===== src/hdl/lre_pkg.sv =====
// Constants, register map and types for the left-rotate-with-extension slice
package lre_pkg;

    localparam int LRE_DATA_W = 32;
    localparam int LRE_ADDR_W = 8;
    localparam int LRE_AMT_W = 5;

    // Register byte offsets
    localparam logic [7:0] LRE_OFF_SOURCE = 8'h00;
    localparam logic [7:0] LRE_OFF_COUNT = 8'h04;
    localparam logic [7:0] LRE_OFF_CMD = 8'h08;
    localparam logic [7:0] LRE_OFF_EXT = 8'h0C;
    localparam logic [7:0] LRE_OFF_DEST = 8'h10;
    localparam logic [7:0] LRE_OFF_CR0 = 8'h14;
    localparam logic [7:0] LRE_OFF_XER = 8'h18;
    localparam logic [7:0] LRE_OFF_STATUS = 8'h1C;

    // Command register fields
    localparam int LRE_CMD_OP_LSB = 0;
    localparam int LRE_CMD_REC_BIT = 2;
    localparam int LRE_CMD_IMM_LSB = 8;
    // Rotate amount in the count operand: big-endian bits 27..31
    localparam int LRE_CNT_AMT_LSB = 0;

    // Exception register fields
    localparam int LRE_XER_SO_BIT = 31;
    localparam int LRE_XER_OV_BIT = 30;
    localparam int LRE_XER_CA_BIT = 29;

    // Condition field 0 layout
    localparam int LRE_CR0_NEG_BIT = 3;
    localparam int LRE_CR0_POS_BIT = 2;
    localparam int LRE_CR0_ZERO_BIT = 1;
    localparam int LRE_CR0_SO_BIT = 0;

    // Status register fields
    localparam int LRE_STS_OP_LSB = 0;
    localparam int LRE_STS_BUSY_BIT = 2;
    localparam int LRE_STS_BADOP_BIT = 3;

    localparam logic [31:0] LRE_RESET_WORD = 32'h0000_0000;
    localparam logic [3:0] LRE_RESET_CR0 = 4'h0;
    localparam logic [31:0] LRE_ALL_ONES = 32'hFFFF_FFFF;

    localparam logic [1:0] LRE_RESP_OKAY = 2'h0;
    localparam logic [1:0] LRE_RESP_SLVERR = 2'h2;

    typedef enum logic [1:0] {
        LRE_OP_REG_MERGE = 2'b00,
        LRE_OP_IMM_MASK = 2'b01,
        LRE_OP_IMM_MERGE = 2'b10,
        LRE_OP_NONE = 2'b11
    } lre_op_t;

    typedef enum logic {
        LRE_ST_IDLE = 1'b0,
        LRE_ST_EXEC = 1'b1
    } lre_state_t;

endpackage


===== src/hdl/lre_rotate_mask.sv =====
// Rotator, mask generator and masked merge of the rotate slice
`timescale 1ns/1ns
module lre_rotate_mask
    import lre_pkg::*;
(
    input wire logic [31:0] sourceWord,
    input wire logic [4:0] amount,
    input wire logic [31:0] extOld,
    input wire logic mergeSel,
    output logic [31:0] rotated,
    output logic [31:0] mask,
    output logic [31:0] result
);
    logic [63:0] doubled;

    assign doubled = {sourceWord, sourceWord} << amount;
    assign rotated = doubled[63:32];
    assign mask = LRE_ALL_ONES << amount;

    // Ones take the rotated bit, zeros take old extension or zero
    genvar i;
    generate
        for (i = 0; i < LRE_DATA_W; i++) begin : g_bit
            assign result[i] = mask[i] ? rotated[i]
                             : (mergeSel & extOld[i]);
        end
    endgenerate
endmodule // lre_rotate_mask


===== src/hdl/lre_rotate_unit.sv =====
// Left-rotate with extension register slice behind an AXI4-Lite port
// What this block does
// - Register-count merge rotates left by count operand bits 27..31.
// - Register-count merge: extension gets rotated, destination merged.
// - Mask is 32 minus N ones on top, N zeros below.
// - No form of these rotates alters the exception register.
// - Record flag set updates condition field 0; clear leaves it.
// - Immediate masking form takes N from the immediate count field.
// - Immediate mask: extension rotated; destination rotated AND mask.
// - Immediate merge: destination merged, extension gets rotated word.
// - Merge uses the old extension value before it is overwritten.
`timescale 1ns/1ns
module lre_rotate_unit
    import lre_pkg::*;
(
    input wire logic clock,
    input wire logic rst_b,
    input wire logic [7:0] awaddr,
    input wire logic awvalid,
    output logic awready,
    input wire logic [31:0] wdata,
    input wire logic [3:0] wstrb,
    input wire logic wvalid,
    output logic wready,
    output logic [1:0] bresp,
    output logic bvalid,
    input wire logic bready,
    input wire logic [7:0] araddr,
    input wire logic arvalid,
    output logic arready,
    output logic [31:0] rdata,
    output logic [1:0] rresp,
    output logic rvalid,
    input wire logic rready,
    output logic [31:0] destResult,
    output logic [31:0] extensionRegister,
    output logic [3:0] cr0Field,
    output logic execDone
);
    function automatic logic addr_mapped(input logic [7:0] a);
        addr_mapped = (a[1:0] == 2'b00) && (a <= LRE_OFF_STATUS);
    endfunction

    function automatic logic addr_writable(input logic [7:0] a);
        addr_writable = (a == LRE_OFF_SOURCE) || (a == LRE_OFF_COUNT) ||
                        (a == LRE_OFF_CMD) || (a == LRE_OFF_EXT) ||
                        (a == LRE_OFF_XER);
    endfunction

    function automatic logic [31:0] apply_strobe(input logic [31:0] old,
                                                 input logic [31:0] data,
                                                 input logic [3:0] strb);
        logic [31:0] res;
        res = old;
        for (int b = 0; b < 4; b++) begin
            if (strb[b]) begin
                res[b*8 +: 8] = data[b*8 +: 8];
            end
        end
        apply_strobe = res;
    endfunction

    // Register file
    logic [31:0] sourceOperand_r, countOperand_r, cmd_r, extReg_r;
    logic [31:0] dest_r, xer_r;
    logic [3:0] cr0_r;
    logic badOp_r, done_r;
    lre_state_t state_r, state_nxt;

    // Bus side state
    logic awready_r, wready_r, bvalid_r, arready_r, rvalid_r;
    logic [1:0] bresp_r, rresp_r;
    logic [31:0] rdata_r;
    logic awHeld_r, wHeld_r;
    logic [7:0] awAddr_r;
    logic [31:0] wData_r;
    logic [3:0] wStrb_r;
    logic awHeld_nxt, wHeld_nxt, bvalid_nxt, rvalid_nxt;
    logic awHit, wHit, arHit, doWrite;

    // Decoded command
    lre_op_t cmdOp;
    logic cmdRecord, mergeSel;
    logic [4:0] cmdImm, amount;
    logic [31:0] rotated, mask, merged, newCmd;

    assign cmdOp = lre_op_t'(cmd_r[LRE_CMD_OP_LSB +: 2]);
    assign cmdRecord = cmd_r[LRE_CMD_REC_BIT];
    assign cmdImm = cmd_r[LRE_CMD_IMM_LSB +: LRE_AMT_W];
    assign newCmd = apply_strobe(cmd_r, wData_r, wStrb_r);

    always_comb begin
        amount = cmdImm;
        mergeSel = 1'b0;
        case (cmdOp)
            LRE_OP_REG_MERGE: begin
                amount = countOperand_r[LRE_CNT_AMT_LSB +: LRE_AMT_W];
                mergeSel = 1'b1;
            end
            LRE_OP_IMM_MASK: mergeSel = 1'b0;
            LRE_OP_IMM_MERGE: mergeSel = 1'b1;
            default: mergeSel = 1'b0;
        endcase
    end

    lre_rotate_mask u_rot (
        .sourceWord(sourceOperand_r),
        .amount(amount),
        .extOld(extReg_r),
        .mergeSel(mergeSel),
        .rotated(rotated),
        .mask(mask),
        .result(merged)
    );

    // Handshake bookkeeping
    assign awHit = awvalid && awready_r;
    assign wHit = wvalid && wready_r;
    assign arHit = arvalid && arready_r;
    assign doWrite = awHeld_r && wHeld_r && !bvalid_r &&
                     (state_r == LRE_ST_IDLE);

    always_comb begin
        awHeld_nxt = awHeld_r ? !doWrite : awHit;
        wHeld_nxt = wHeld_r ? !doWrite : wHit;
        bvalid_nxt = doWrite || (bvalid_r && !bready);
        rvalid_nxt = arHit || (rvalid_r && !rready);
        case (state_r)
            LRE_ST_IDLE: begin
                if (doWrite && awAddr_r == LRE_OFF_CMD &&
                    newCmd[LRE_CMD_OP_LSB +: 2] != LRE_OP_NONE) begin
                    state_nxt = LRE_ST_EXEC;
                end else begin
                    state_nxt = LRE_ST_IDLE;
                end
            end
            LRE_ST_EXEC: state_nxt = LRE_ST_IDLE;
            default: state_nxt = LRE_ST_IDLE;
        endcase
    end

    // Write channel
    always_ff @(posedge clock or negedge rst_b) begin
        if (!rst_b) begin
            awHeld_r <= 1'b0;
            wHeld_r <= 1'b0;
            awAddr_r <= 8'h00;
            wData_r <= LRE_RESET_WORD;
            wStrb_r <= 4'h0;
            awready_r <= 1'b0;
            wready_r <= 1'b0;
            bvalid_r <= 1'b0;
            bresp_r <= LRE_RESP_OKAY;
        end else begin
            awHeld_r <= awHeld_nxt;
            wHeld_r <= wHeld_nxt;
            if (awHit) begin
                awAddr_r <= awaddr;
            end
            if (wHit) begin
                wData_r <= wdata;
                wStrb_r <= wstrb;
            end
            awready_r <= !awHeld_nxt && !bvalid_nxt &&
                         (state_nxt == LRE_ST_IDLE);
            wready_r <= !wHeld_nxt && !bvalid_nxt &&
                        (state_nxt == LRE_ST_IDLE);
            bvalid_r <= bvalid_nxt;
            if (doWrite) begin
                bresp_r <= addr_writable(awAddr_r) ? LRE_RESP_OKAY
                                                   : LRE_RESP_SLVERR;
            end
        end
    end

    // Read channel
    always_ff @(posedge clock or negedge rst_b) begin
        if (!rst_b) begin
            arready_r <= 1'b0;
            rvalid_r <= 1'b0;
            rdata_r <= LRE_RESET_WORD;
            rresp_r <= LRE_RESP_OKAY;
        end else begin
            arready_r <= !rvalid_nxt;
            rvalid_r <= rvalid_nxt;
            if (arHit) begin
                rresp_r <= addr_mapped(araddr) ? LRE_RESP_OKAY
                                               : LRE_RESP_SLVERR;
                case (araddr)
                    LRE_OFF_SOURCE: rdata_r <= sourceOperand_r;
                    LRE_OFF_COUNT: rdata_r <= countOperand_r;
                    LRE_OFF_CMD: rdata_r <= cmd_r;
                    LRE_OFF_EXT: rdata_r <= extReg_r;
                    LRE_OFF_DEST: rdata_r <= dest_r;
                    LRE_OFF_CR0: rdata_r <= {28'h0, cr0_r};
                    LRE_OFF_XER: rdata_r <= xer_r;
                    LRE_OFF_STATUS: begin
                        rdata_r <= {28'h0, badOp_r,
                                    (state_r == LRE_ST_EXEC), cmd_r[1:0]};
                    end
                    default: rdata_r <= LRE_RESET_WORD;
                endcase
            end
        end
    end

    // Operand and command registers written by software
    always_ff @(posedge clock or negedge rst_b) begin
        if (!rst_b) begin
            sourceOperand_r <= LRE_RESET_WORD;
            countOperand_r <= LRE_RESET_WORD;
            cmd_r <= LRE_RESET_WORD;
            xer_r <= LRE_RESET_WORD;
            badOp_r <= 1'b0;
        end else if (doWrite) begin
            case (awAddr_r)
                LRE_OFF_SOURCE: begin
                    sourceOperand_r <= apply_strobe(sourceOperand_r,
                                                    wData_r, wStrb_r);
                end
                LRE_OFF_COUNT: begin
                    countOperand_r <= apply_strobe(countOperand_r,
                                                   wData_r, wStrb_r);
                end
                LRE_OFF_CMD: begin
                    cmd_r <= newCmd;
                    badOp_r <= newCmd[LRE_CMD_OP_LSB +: 2] == LRE_OP_NONE;
                end
                // Only software touches this; rotates never do
                LRE_OFF_XER: xer_r <= apply_strobe(xer_r, wData_r,
                                                   wStrb_r);
                default: begin
                end
            endcase
        end
    end

    // Execution: extension, destination and condition field
    always_ff @(posedge clock or negedge rst_b) begin
        if (!rst_b) begin
            extReg_r <= LRE_RESET_WORD;
            dest_r <= LRE_RESET_WORD;
            cr0_r <= LRE_RESET_CR0;
            done_r <= 1'b0;
        end else begin
            done_r <= (state_r == LRE_ST_EXEC);
            if (state_r == LRE_ST_EXEC) begin
                // Merge read old extension in this same edge
                extReg_r <= rotated;
                dest_r <= merged;
                if (cmdRecord) begin
                    cr0_r[LRE_CR0_NEG_BIT] <= $signed(merged) < 0;
                    cr0_r[LRE_CR0_POS_BIT] <= $signed(merged) > 0;
                    cr0_r[LRE_CR0_ZERO_BIT] <= merged == LRE_RESET_WORD;
                    cr0_r[LRE_CR0_SO_BIT] <= xer_r[LRE_XER_SO_BIT];
                end
            end else if (doWrite && awAddr_r == LRE_OFF_EXT) begin
                extReg_r <= apply_strobe(extReg_r, wData_r, wStrb_r);
            end
        end
    end

    always_ff @(posedge clock or negedge rst_b) begin
        if (!rst_b) begin
            state_r <= LRE_ST_IDLE;
        end else begin
            state_r <= state_nxt;
        end
    end

    assign awready = awready_r;
    assign wready = wready_r;
    assign bvalid = bvalid_r;
    assign bresp = bresp_r;
    assign arready = arready_r;
    assign rvalid = rvalid_r;
    assign rdata = rdata_r;
    assign rresp = rresp_r;
    assign destResult = dest_r;
    assign extensionRegister = extReg_r;
    assign cr0Field = cr0_r;
    assign execDone = done_r;

    logic exec;
    logic [31:0] expRot;
    assign exec = (state_r == LRE_ST_EXEC);
    assign expRot = (sourceOperand_r << amount) |
                    (sourceOperand_r >> (6'd32 - {1'b0, amount}));
endmodule // lre_rotate_unit


===== config.mk =====
export PLATFORM = sky130hd
export DESIGN_NAME = lre_rotate_unit
export DESIGN_NICKNAME = d
export VERILOG_FILES = /design/src/hdl/lre_pkg.sv /design/src/hdl/lre_rotate_mask.sv /design/src/hdl/lre_rotate_unit.sv
export SDC_FILE = /design/constraint.sdc
export NUM_CORES = 1
export LEC_CHECK = 0
export ABC_AREA = 1
export BUFFER_PORTS_ARGS = -buffer_cell sky130_fd_sc_hd__buf_2
export CAP_MARGIN = 20
export CORE_UTILIZATION = 59
export DETAILED_ROUTE_END_ITERATION = 8
export PLACE_DENSITY_LB_ADDON = 0.05
export SYNTH_ARGS = -nofsm -noshare
export SYNTH_HDL_FRONTEND = slang
export SYNTH_SLANG_ARGS = --single-unit
export TNS_END_PERCENT = 100

===== constraint.sdc =====
create_clock -name clock -period 3 [get_ports clock]
set_input_delay 0.6 -clock clock [delete_from_list [all_inputs] [get_ports clock]]
set_output_delay 0.6 -clock clock [all_outputs]
set_load 0.005 [all_outputs]

==> summary.txt <==
Floorplan
  • Initial Utilization: 60.14%
  • Chip Height: 162.2 µm
  • Row Count: 58
  • Die ar.: 0.02631 mm²
  • # IOs: 169
  • Die X: 162.2 µm
  • Core area: 0.02518 mm²

Placed design
  • Routability cong.: 1.140
  • IO Port Bufs: 166
  • Hpwl dp: 46.05 mm

Run status
  • Status: finished, final reports clean

STA
  • Final hold vios: 0
  • Hold Slack: 252.7 ps
  • Worst-Margin Slew: 829.4 ps
  • Tmin final: 2982 ps
  • Final worst-path cycle share: 99.40%
  • Worst Clk Skew: 30.87 ps
  • Setup Viol. Count Final: 0
  • Normalized max-slew margin: 44.71%
  • Max Transition Viols Final: 0
  • FMAX: 0.3354 GHz

Critical path
  • Crit Path Class: register to register
  • WP data required: 3460 ps
  • Critical Path Start Type: register
  • Reg2reg setup slack: 20 ps
  • Arrival time worst endpoint: 3440 ps
  • Crit-path max FO: 9
  • Crit end category: register
  • Worst R2R Path Depth: 18
  • Reg-to-Reg End: cr0Field[2]
  • Worst r2r src: cmd_r[0]

Drt
  • Drt wl/cell: 25.42 µm
  • Via count: 16.60k
  • First DRT Iteration DRCs: 2682
  • DRC viols: 0
  • Vias per inst: 6.604
  • Antenna Violating Nets Remaining: 0
  • Drt total wl: 63.89 mm
  • Router iterations before antenna repair: 7

Logic synthesis
  • Asr flop ratio synth: 100.0%
  • Largest cells by area after synthesis: dfrtp_1 (47%), nand2_1 (14%), nand3_1 (9.6%)
  • Post-synth top area cell: dfrtp_1
  • Register area share after synthesis: 46.93%
  • Distinct cells, synth: 48
  • Xor and xnor area share after synthesis: 0%
  • Top_reg_cell synth: dfrtp_1
  • Yosys reg bits: 284
  • Adder-cell share of the synthesized area: 0%
  • Post-synth EDFFs: 0
  • Largest family of logic cells by synthesized area: simple AND/OR/NAND/NOR gates
  • Synth Area per Inst: 7.618 µm²
  • Synth top area share: 46.93%
  • Syn Inst Count: 1988
  • Post-synthesis mux area share: 0.3718%
  • Post-synthesis simple-gate area fraction: 29.46%
  • Compound-Gate Fraction of Synth Area: 15.84%
  • Ys Warns: 0
  • Syn Std Cell Area: 0.01514 mm²

Layout
  • Share of cells above drive strength 1: 17.22%
  • Area growth from synthesis to layout: 17.48%
  • Final net count: 2220
  • Inserted Diodes: 0
  • Multi-input logic area: 0.007082 mm²
  • FF+latch area: 0.007111 mm²
  • Fillcell total: 1957

Clocking
  • Clk sinks: 284
  • Max H-tree Level: 1
  • Max Root-Sink Buffers: 3
  • Clk root buf: clkbuf_16
  • CTS Buf Count: 29
  • Latest clock arrival within the worst-skew pair: 580 ps
  • CTS clk-pin slew, worst paths: 60 ps
  • CTS tree: done

GRT
  • Overflow after GRT: 0
  • Largest net degree at the start of global routing: 68
  • Initial antenna violation count: 0
  • First-pass GRT wire length: 93.23 mm
  • Gr usage total: 47.89%
  • Vias in the first global route: 15.45k

Flow run
  • Max-cap viol count: 0

Min path
  • Hold Path Sink: awAddr_r[1]
  • Hold Crit Depth: 2
  • Worst Min Path Start: awaddr[1]
  • Hold WC Path Type: input pin to register

Power
  • Final Power: 17.00 mW
  • Max VDD drop: 865.4 µV
  • PD cells: 955.5 mW/mm²
  • P_leak: 8.896 nW
cell families after synthesis:
logic type	after synthesis
compound gates	403
flops	284
simple gates	1036
buf+inv	259
other cells	1
mux	5
cell usage in the layout, fill, tap and decap left out, drive strengths merged, types with 7 or more instances in the layout:
cell type,synthesis,routed
dfrtp,284,284
clkbuf,60,39
nand3,295,295
o2111ai,11,11
a31oi,18,18
a21o,11,11
nor3,17,17
buf,47,244
a221oi,28,28
o21ai,194,194
nor2,132,132
inv,148,150
o22ai,9,9
clkinv,4,15
a21oi,84,84
nand2,576,576
a22o,7,7
o211ai,24,24
per-layer routing:
metal | vias to the layer above | part of all wire [%] | track usage (%)
met3 | 351 | 14 | 14.12
met2 | 1430 | 43 | 71.11
met4 | 0 | 6.3 | 24.96
met5 | - | 0 | 0
li1 | 7026 | - | -
met1 | 7789 | 36 | 63.55
Yosys cell counts (2+ instances only):
cell,number
a21o_1,11
o21ai_1,2
a22o_1,7
clkbuf_1,60
o31ai_1,4
nor3_1,16
a32o_1,5
inv_2,7
o221ai_1,3
o211ai_1,24
a31oi_1,18
inv_1,140
nand3_1,290
and2_1,3
nor2_1,128
a221oi_1,28
nand4_1,3
buf_6,9
buf_2,17
o311ai_0,4
o2111ai_1,11
o22ai_1,9
buf_4,11
buf_1,9
nand2_4,6
mux2_2,5
o21ai_0,188
nand2_2,9
a21oi_1,84
dfrtp_1,284
nand2_1,561
nor2_2,3
nand3_2,5
o21ai_2,3
nand3b_1,5
nor4_2,2
clkinv_1,3
sequential cells by signal (all words and copies together), names as in the netlist, 4 cells and up:
name               flops
cr0Field               4
rdata                 32
countOperand_r        32
extensionRegister     32
sourceOperand_r       32
xer_r                 32
wStrb_r                4
wData_r               32
cmd_r                 32
awAddr_r               8
destResult            32
metrics by stage:
stage	util (%)	instance area, µm²	TNS [ps]	std cells	worst slack, ps
after global placement	65.40	16470	0	2443	38.93
after detailed placement	65.40	16470	0	2443	15.54
after floorplan	-	15150	0	1989	783.2
after CTS	69.22	17430	0	2497	14.56
after global routing	70.65	17790	-111.7	2513	-82.96
final	70.65	17790	0	2513	18.13
worst max-delay path, stage by stage, from the launching register on:
cell and delay, ps:
dfrtp_2 470, clkinv_2 120, nand2_8 90, or2_4 250, o21ai_4 160, clkinv_4 200
buf_4 220, nand3_2 90, nand3_1 150, nand3_2 150, nand2_1 70, nor2_2 190
nand2_1 90, nor2_2 130, nand2_1 80, nor2_2 170, nand3_2 90, nand2_1 80
nand2_1 50
what timing repair did:
item | CTS | global route
gates cloned | 0 | 3
pin swaps | 0 | 9
hold endpoints to repair | 39 | 0
endpoints found under the setup margin | 1 | 2
buffers inserted | 0 | 13
gates resized for setup | 2 | 43
hold buffers | 1 | 0
cell type report:
| class | count | share of cell area (%) |
|---|---|---|
| sequential | 284 | 39.96 |
| timing repair buffer | 248 | 9.332 |
| multi-input combinational | 1446 | 39.80 |
| tap | 330 | 2.321 |
| clock buffer | 36 | 4.283 |
| clock inverter | 17 | 1.041 |
| inverter | 152 | 3.256 |
where the power goes:
part	total, mW	switching [mW]	leakage [nW]	internal (mW)
Combinational	7.94	5.53	4.63	2.41
Sequential	5.35	0.724	3.79	4.62
Clock	3.71	1.63	0.472	2.08
how the worst max path moves through the flow:
stage | start | end | slack (ps) | cells after the start
after detailed placement | cmd_r[0] | cr0Field[2] | 20 | 17
after CTS | cmd_r[1] | cr0Field[2] | 10 | 19
after floorplan | araddr[1] | rdata[27] | 780 | 11
final | cmd_r[0] | cr0Field[2] | 20 | 18
after global placement | cmd_r[0] | cr0Field[2] | 40 | 17
after global routing | cmd_r[0] | cr0Field[2] | -80 | 19
Power figures use the tool's default switching activity.
